[config.mk]
export PLATFORM = sky130hd
export DESIGN_NAME = tms_scanner
export DESIGN_NICKNAME = d
export VERILOG_FILES = /design/src/rtl/tms_pkg.sv /design/src/rtl/tms_timer.sv /design/src/rtl/tms_scanner.sv
export SDC_FILE = /design/constraint.sdc
export NUM_CORES = 1
export LEC_CHECK = 0
export BUFFER_PORTS_ARGS = -buffer_cell sky130_fd_sc_hd__buf_2
export CORE_UTILIZATION = 50
export CTS_CLUSTER_SIZE = 25
export DETAILED_ROUTE_END_ITERATION = 16
export GPL_TIMING_DRIVEN = 0
export HOLD_SLACK_MARGIN = 0.02
export PLACE_DENSITY = 0.76
export SLEW_MARGIN = 25
export SYNTH_ARGS = -nofsm -noshare
export SYNTH_HDL_FRONTEND = slang
export SYNTH_HIERARCHICAL = 1
export SYNTH_SLANG_ARGS = --single-unit
[constraint.sdc]
create_clock -name clk -period 6.45 [get_ports clk]
set_input_delay 0.645 -clock clk [delete_from_list [all_inputs] [get_ports clk]]
set_output_delay 0.645 -clock clk [all_outputs]
set_load 0.03 [all_outputs]
[src/rtl/tms_pkg.sv]
// constants, types and timing for the touch matrix scanner
// assumes a single 100 MHz clock and a 16 x 8 key matrix sampled synchronously
package tms_pkg;
    localparam int COL_W         = 4;
    localparam int ROW_W         = 3;
    localparam int POS_W         = COL_W + ROW_W;
    localparam int KEYS          = 1 << POS_W;
    localparam int CNT_W         = 32;

    // timing, times in microseconds, clock in nanoseconds
    localparam int CLK_PERIOD_NS = 10;
    localparam int HIT_TIME_US   = 2000;
    localparam int DONE_TIME_US  = 4000;
    localparam int DWELL_TIME_US = 250;
    localparam int SWEEP_MAX_US  = 64000;
    // least times round up to whole cycles
    localparam int HIT_CYC   = (HIT_TIME_US * 1000 + CLK_PERIOD_NS - 1) / CLK_PERIOD_NS;
    localparam int DONE_CYC  = (DONE_TIME_US * 1000 + CLK_PERIOD_NS - 1) / CLK_PERIOD_NS;
    // dwell per position bounds the sweep, so it rounds down
    localparam int DWELL_CYC = (DWELL_TIME_US * 1000) / CLK_PERIOD_NS;
    localparam int SWEEP_MAX_CYC = (SWEEP_MAX_US * 1000) / CLK_PERIOD_NS;

    localparam logic [POS_W-1:0] LAST_IDX = 7'h7F;
    localparam logic [ROW_W-1:0] ROW_TOP  = 3'h0;
    localparam logic [ROW_W-1:0] ROW_BOT  = 3'h7;

    // reported position, column in upper bits
    typedef struct packed {
        logic [COL_W-1:0] col;
        logic [ROW_W-1:0] row;
    } tms_pos_t;

    localparam tms_pos_t POS_RESET = '{col: 4'h0, row: 3'h0};

    typedef enum logic [1:0] {
        TMS_IDLE,
        TMS_SWEEP,
        TMS_HIT,
        TMS_DONE
    } tms_state_t;
endpackage

[src/rtl/tms_timer.sv]
// down counter giving the length of each scanner phase
// assumes load and ce come from the same clock domain
`timescale 1ns/100ps
module tms_timer #(
    parameter int W = 32
) (
    input  wire logic         clk,
    input  wire logic         rst,
    input  wire logic         ce,
    input  wire logic         load,
    input  wire logic [W-1:0] load_val,
    output logic              expired
);
    logic [W-1:0] cnt;

    // refuse a counter too narrow to hold a phase length
    if (W < 2) begin : g_bad_width
        $error("tms_timer: width too small");
    end

    // load holds n-1 so a phase lasts exactly n enabled cycles
    always_ff @(posedge clk or posedge rst) begin
        if (rst) begin
            cnt <= '0;
        end else if (ce) begin
            if (load) begin
                cnt <= load_val - W'(1);
            end else if (cnt != '0) begin
                cnt <= cnt - W'(1);
            end
        end
    end

    assign expired = (cnt == '0);
endmodule // tms_timer

[src/rtl/tms_scanner.sv]
// auto-scanning encoder for the 16 x 8 touch matrix
// assumes key_matrix and the control pins are synchronous to clk and debounced
// enough upstream; bit index of key_matrix is column * 8 + row
`timescale 1ns/100ps
module tms_scanner #(
    parameter int HIT_CYCLES   = tms_pkg::HIT_CYC,
    parameter int DONE_CYCLES  = tms_pkg::DONE_CYC,
    parameter int DWELL_CYCLES = tms_pkg::DWELL_CYC
) (
    input  wire logic                      clk,
    input  wire logic                      rst,
    input  wire logic                      ce,
    input  wire logic                      force_full_sweep_n,
    input  wire logic                      sense_arm_n,
    input  wire logic [tms_pkg::KEYS-1:0]  key_matrix,
    output logic [tms_pkg::COL_W-1:0]      col_code,
    output logic [tms_pkg::ROW_W-1:0]      row_code,
    output logic                           key_hit_n,
    output logic                           sweep_done
);
    import tms_pkg::*;

    ////////////////////////////////////////////////////////////////////////////////
    // declarations

    tms_state_t       state;
    tms_state_t       next_state;
    logic [POS_W-1:0] idx;
    tms_pos_t         codes;
    logic             timer_load;
    logic [CNT_W-1:0] timer_val;
    logic             expired;
    logic             any_touch;
    logic             want_sweep;
    logic             here_touched;

    // zero-length phases would skip a position or a pulse, so refuse them
    if (HIT_CYCLES < 1 || DONE_CYCLES < 1 || DWELL_CYCLES < 1) begin : g_bad_counts
        $error("tms_scanner: phase counts must be at least one cycle");
    end

    // sweep order: columns left to right, rows bottom to top, so the last find
    // in a sweep is the highest priority key
    function automatic tms_pos_t pos_of(input logic [POS_W-1:0] i);
        tms_pos_t p;
        p.col = i[POS_W-1:ROW_W];
        p.row = ROW_BOT - i[ROW_W-1:0];
        return p;
    endfunction

    function automatic logic touched_at(input logic [KEYS-1:0] m, input tms_pos_t p);
        return m[{p.col, p.row}];
    endfunction

    ////////////////////////////////////////////////////////////////////////////////
    // start and continue conditions

    assign any_touch    = |key_matrix;
    assign want_sweep   = !force_full_sweep_n || (!sense_arm_n && any_touch);
    assign here_touched = touched_at(key_matrix, pos_of(idx));

    ////////////////////////////////////////////////////////////////////////////////
    // next state and phase timer load

    always_comb begin
        next_state = state;
        timer_load = 1'b0;
        timer_val  = CNT_W'(DWELL_CYCLES);
        unique case (state)
            TMS_IDLE: begin
                if (want_sweep) begin
                    next_state = TMS_SWEEP;
                    timer_load = 1'b1;
                end
            end
            TMS_SWEEP: begin
                if (expired) begin
                    timer_load = 1'b1;
                    if (here_touched) begin
                        next_state = TMS_HIT;
                        timer_val  = CNT_W'(HIT_CYCLES);
                    end else if (idx == LAST_IDX) begin
                        next_state = TMS_DONE;
                        timer_val  = CNT_W'(DONE_CYCLES);
                    end
                end
            end
            TMS_HIT: begin
                if (expired) begin
                    timer_load = 1'b1;
                    if (idx == LAST_IDX) begin
                        next_state = TMS_DONE;
                        timer_val  = CNT_W'(DONE_CYCLES);
                    end else begin
                        next_state = TMS_SWEEP;
                    end
                end
            end
            TMS_DONE: begin
                if (expired) begin
                    if (want_sweep) begin
                        next_state = TMS_SWEEP;
                        timer_load = 1'b1;
                    end else begin
                        next_state = TMS_IDLE;
                    end
                end
            end
        endcase
    end

    tms_timer #(
        .W        (CNT_W)
    ) u_timer (
        .clk      (clk),
        .rst      (rst),
        .ce       (ce),
        .load     (timer_load),
        .load_val (timer_val),
        .expired  (expired)
    );

    ////////////////////////////////////////////////////////////////////////////////
    // state register

    always_ff @(posedge clk or posedge rst) begin
        if (rst) begin
            state <= TMS_IDLE;
        end else if (ce) begin
            state <= next_state;
        end
    end

    // scan position: advances after each empty dwell or hit, cleared to zero in idle and done for a new sweep
    always_ff @(posedge clk or posedge rst) begin
        if (rst) begin
            idx <= '0;
        end else if (ce) begin
            if (state == TMS_IDLE || state == TMS_DONE) begin
                idx <= '0;
            end else if (next_state == TMS_SWEEP && timer_load && state != TMS_IDLE) begin
                idx <= idx + POS_W'(1);
            end
        end
    end

    // codes change only when a hit begins, so they survive idle and done
    always_ff @(posedge clk or posedge rst) begin
        if (rst) begin
            codes <= POS_RESET;
        end else if (ce && state == TMS_SWEEP && next_state == TMS_HIT) begin
            codes <= pos_of(idx);
        end
    end

    // pulse outputs follow the next state so they line up with the phase
    always_ff @(posedge clk or posedge rst) begin
        if (rst) begin
            key_hit_n  <= 1'b1;
            sweep_done <= 1'b0;
        end else if (ce) begin
            key_hit_n  <= (next_state != TMS_HIT);
            sweep_done <= (next_state == TMS_DONE);
        end
    end

    assign col_code = codes.col;
    assign row_code = codes.row;

    ////////////////////////////////////////////////////////////////////////////////
    // checks

    logic [CNT_W-1:0] hit_len;
    logic [CNT_W-1:0] done_len;
    logic [CNT_W-1:0] sweep_len;

    // measure pulse widths and sweep length in enabled cycles
    always_ff @(posedge clk or posedge rst) begin
        if (rst) begin
            hit_len   <= '0;
            done_len  <= '0;
            sweep_len <= '0;
        end else if (ce) begin
            hit_len   <= !key_hit_n ? hit_len + CNT_W'(1) : '0;
            done_len  <= sweep_done ? done_len + CNT_W'(1) : '0;
            sweep_len <= (state == TMS_SWEEP || state == TMS_HIT) ? sweep_len + CNT_W'(1) : '0;
        end
    end
endmodule // tms_scanner

Yosys cells after proc, flatten, opt, wreduce, memory -nomap -nowiden. Cells that the tools add are included.

Bits in registers: 50. Latch bits: 0. Memory bits (writable): 0. Memory bits (read-only): 0. Input bits: 133. Output and inout port bits: 9. Word-level logic and storage cells: 63. Memories: 0.

$add $sub $neg: 4. $mul: 0. Div/mod/pow operators: 0. Order comparisons: 1. Eq/ne operators: 8. Shift operators: 0. Multiplexer cells: 24. Bitwise gates (word level): 0. Reductions and logical operators: 19.

Operators with widths (number): 128-bit OR reduction (1); 19-bit 2-to-1 mux (4); 32-bit 2-to-1 mux (2); 19-bit case mux with 2 select lines (1); 32-bit zero test (1); 32-bit nonzero test (1); 32-bit by 1-bit subtractor with 32-bit output, second input constant (1); 19-bit by 1-bit subtractor with 20-bit output, second input constant (1); 2-bit 2-to-1 mux (7); 7-bit 2-to-1 mux (2); 2-bit == test, second input constant (4); 7-bit by 8-bit < comparator with 1-bit output, second input constant (1); 2-bit case mux with 4 select lines (1); 7-bit by 1-bit adder with 7-bit output, second input constant (1); 1-bit binary-select mux with 7-bit select (1); 7-bit == test, second input constant (1); 2-bit nonzero test (3); 1-bit logical AND (5); 1-bit 2-to-1 mux (5); 2-bit by 1-bit == test with 1-bit output, second input constant (2); 2-bit AND reduction (2); 1-bit case mux with 3 select lines (1); 3-bit subtractor, first input constant (1); 1-bit zero test (2); other kinds (4) (5).

Depth between registers and ports, before layout.
Depth after elaboration: 11. Mapped depth: 22.

Hierarchy. The synthesis kept the hierarchy.

Modules (own cells, without submodules): tms_timer (instances 1, cells an instance 370, area an instance 3020.4 um^2); tms_scanner (instances 1, cells an instance 285, area an instance 2632.5 um^2).

Least setup slack after synthesis. OpenSTA, ideal clock, no wires.

Path type: register -> register. Start point: register u_timer.cnt[18]. End point: register u_timer.cnt[24]. Setup time: 0.090 ns. Arrival: 5.578 ns. Slack: 0.782 ns. Stages on the path, launching flop included: 22. Cell sequence: dfrtp_1 or4_1 or4_4 nor4_1 a21oi_1 nor2_1 and2_1 or3_1 buf_2 buf_4 buf_2 clkbuf_1 buf_2 clkbuf_1 buf_2 mux2i_1 ha_1 o21a_1 nand4_1 or2_0 or4_1 o2111ai_1.

Longest elaborated chain between the ends: 5.

Ends and longest elaborated chain: start: declaration (line tms_timer.sv:14) `logic [W-1:0] cnt;`; start signal: assignment (line tms_timer.sv:27) `cnt <= load_val - W'(1);`; start signal: assignment (line tms_timer.sv:29) `cnt <= cnt - W'(1);`; 32-bit zero test (*) (line tms_timer.sv:34) `assign expired = (cnt == '0);`; via expired (line tms_scanner.sv:32) `logic expired;`; 1-bit 2-to-1 mux, on equally long branches (line tms_scanner.sv:100, tms_scanner.sv:77, tms_scanner.sv:89); 1-bit case mux with 3 select lines (*) (line tms_scanner.sv:69) `unique case (state)`; via timer_load (line tms_scanner.sv:30) `logic timer_load;`; 2-bit nonzero test (no line); 2-bit AND reduction (no line).

Mark *: on every way through the listed nets, which the timed path passes. The rest lies on a longest branch. The select of a mux whose other input is x is not followed. A chain may end at the register's enable or synchronous reset.

Worst setup path after layout.
Start point: register u_timer.cnt[13]. End point: register u_timer.cnt[24].

The elaborated chain is that of the path after synthesis.

==> out/metrics.yaml <==
cts.reportedPaths.clkPinSlew_ns: 0.07
outcome: "completed"
place_congestion: 0.948
synth-compound-area-share_pct: 20.9
drt_iter0_drc: 808
grt_max_degree: 33
synth_xor_xnor_area_share_pct: 2.01
switching_power_mw: 1.05
synth_area_leaders: "dfrtp_1 22%, mux4_2 10%, nor4_1 4.9%, mux2_2 4.8%, mux2i_1 4.4%"
p_leak_nw: 2.89
cts.sinks: 50
crit_path_top_delay_cell: "or4_1"
die_area_um2: 11700
synth-seq-cells: 50
drv_cap: 0
nets: 997
netlist_instances: 655
required_ns: 6.66
power_frac_seq_pct: 27.0
drc_errors: 0
slowest_delay_ns: 0.63
start_util_pct: 51.7
synth_largest_area_cell: "dfrtp_1"
crit_chain: "or4_1, or4_4, nor4_4, buf_4, a21oi_1, nor2_1, and2_1, or3_1, buf_2, buf_4, clkbuf_2, clkbuf_2, mux2i_1, ha_1, o21a_1, nand4_1, or2_0, or4_1, o2111ai_1"
synthArstFlopShare_pct: 100
cp-start-kind: "register"
switching_share_pct: 47.8
arrival_ns: 6.40
finalCritPeriodShare_pct: 96.0
viasPerCell: 6.41
synth_fa_ha_area_share_pct: 1.55
antenna_found_initial: 0
final_layout_size_suffix_gt1_share_pct: 29.6
cts_buffers: 5
netlist_area_um2: 5650
top_level_ports: 142
power_density_nw_per_um2: 317
place_hpwl_um: 15500
grt_overflow: 0
hold_violations: 0
synth_edf_count: 0
finalCriticalPeriod_ns: 6.19
worst-path-max-fanout: 28
die_w_um: 108
power_mw: 2.20
synthMuxAreaShare_pct: 19.6
grt_use_total_pct: 34.5
dr_total_vias: 6398
crit-reg2reg-launch: "u_timer/cnt[13]"
detail_route.wl_per_cell_um: 19.6
fmax_ghz: 0.162
worst_slack_ns: 0.259
synth-main-ff-cell: "dfrtp_1"
r2r_cells: 19
io_buffer_count: 141
wirelength_um: 19600
synth_top_family_by_area: "simple AND/OR/NAND/NOR gates"
comb_power_share_pct: 60.2
synth_top_area_share_pct: 21.7
endpoint_kind: "register"
ant_nets: 0
utilization_pct: 63.3
diodes: 0
r2r_setup_slack_ns: 0.26
fin_skew_ns: 0.00383
synth_simple_gate_area_share_pct: 28.4
avgSynthCellArea_um2: 8.63
internal-power_mw: 1.15
area_growth_pct: 22.4
cts_tree: "done"
die_h_um: 108
r2r-end: "u_timer/cnt[24]"
h-tree-depth: 2
ys_types: 81
core_um2: 10900
setup-violations-final: 0
min_path_type: "input port to asynchronous set/reset pin"
clk_path_buf_depth: 2
grt_pass1_wl_um: 31500
fill_cells: 968
grt_pass1_vias: 6326
fp-row-count: 38
crit_end: "u_timer/cnt[24]"
maxSlewHeadroom_pct: 40.4
cts-root-buf: "clkbuf_16"
place_ws_ns: -0.866
worstSetupStartpoint: "u_timer/cnt[13]"
dr.pass1.iters: 8
power_frac_clock_pct: 12.9
crit_type: "register to register"
yosysWarnings: 6
clk_latency_ns: 0.30
worst_slew_pin_slew_ns: 0.886
ir_drop_mv: 0.193
yosysSeqAreaShare_pct: 22.2
finalMaxSlewViolations: 0
[kinds of logic (layout without fill, tap and decap cells)]
group,after synthesis,count (layout)
AOI/OAI and AO/OA,160,160
DFF,50,50
other,1,56
buffers and inverters,63,211
and+or+nand+nor,285,285
adders and majority gates,7,7
xor gates and xnor gates,13,13
muxes,76,76
[cells in the mapped netlist (all sizes together) (8+ instances only)]
master,instances
nor3,17
o21ai,28
a22oi,10
nor4,44
nor2,46
nand4,17
mux2,26
buf,26
clkbuf,14
a31oi,14
mux2i,25
nand2b,19
inv,22
or4,14
or3,11
o211ai,9
mux4,25
nand2,50
and2,8
nand3,20
a21oi,31
dfrtp,49
[layout make-up]
class	count	area, µm²	share of cell area (%)
Inverter	23	86.3	1.25
Buffer	37	210	3.04
Clock inverter	2	12.5	0.181
Clock buffer	6	139	2.01
Tap cell	140	175	2.53
Timing Repair Buffer	143	718	10.4
Multi-Input combinational cell	597	4330	62.5
Sequential cell	50	1250	18.1
[state kept, by name (all words and copies together), names as in the netlist]
signal / flops
sweep_done: 1
u_timer/cnt: 32
idx: 7
row_code: 3
state: 2
key_hit_n: 1
col_code: 4
[power by group through the flow]
stage | Combinational, mW | Clock [mW] | Sequential, mW
floorplan | 0.968 | 0 | 0.537
CTS | 1.29 | 0.286 | 0.581
global route | 1.43 | 0.298 | 0.605
detailed placement | 1.29 | 0 | 0.585
global placement | 1.25 | 0 | 0.578
finish | 1.32 | 0.283 | 0.592
[layer usage]
layer	global-route usage [%]	wire [µm]	vias to the layer above
met5	0	0	-
met2	55.4	9170	338
met1	46.7	8390	3061
met3	6.99	1670	48
li1	-	-	2951
met4	10.7	352	0
[cells in the final DEF, fill, tap and decap left out, types with 7 or more instances in the layout]
cell	instances
buf_2	155
conb_1	56
nand2_1	50
dfrtp_1	49
nor2_1	46
nor4_1	42
a21oi_1	31
o21ai_0	28
mux4_2	25
mux2i_1	25
mux2_2	24
inv_1	21
nand2b_1	19
nand3_1	18
nor3_1	16
nand4_1	16
a31oi_1	14
or4_1	12
or3_1	11
clkbuf_1	10
a22oi_1	10
and2_1	8
o211ai_1	7
ha_1	7
xnor2_1	7
[per-stage QoR]
step                hold WS, ns  TNS [ns]  std cells  instance area, µm²
finish                    0.452         0        998                6920
detailed placement        0.484     -9.49        992                6760
CTS                       0.477         0        998                6920
global placement          0.476    -15.45        991                6740
floorplan                 0.479         0        710                5860
global route              0.511   -0.0271        998                6920
[critical path: cells and delay by family, from the launching register on]
family	cells	cell delay (ns)
compound gates	3	0.42
buf+inv	5	1.57
mux	1	0.28
flops	1	0.44
simple gates	9	3.10
fa+ha+maj	1	0.27
[how the worst min path moves through the flow]
stage,start,end,depth (start not counted)
4_1_cts,rst,sweep_done,2
6_report,rst,sweep_done,2
5_1_grt,key_hit_n,key_hit_n,2
2_1_floorplan,u_timer/cnt[0],u_timer/cnt[0],2
3_3_place_gp,key_hit_n,key_hit_n,2
3_5_place_dp,key_hit_n,key_hit_n,2
[repair_timing]
| item | 4_1_cts | 5_1_grt |
|---|---|---|
| setup buffers | 0 | 1 |
| hold endpoints to repair | 0 | 0 |
| cloned | 0 | 0 |
| endpoints found under the setup margin | 14 | 13 |
| hold buffers | 0 | 0 |
| resized for setup | 3 | 1 |
| pin swaps | 0 | 1 |
(Power assumes the default switching activity.)
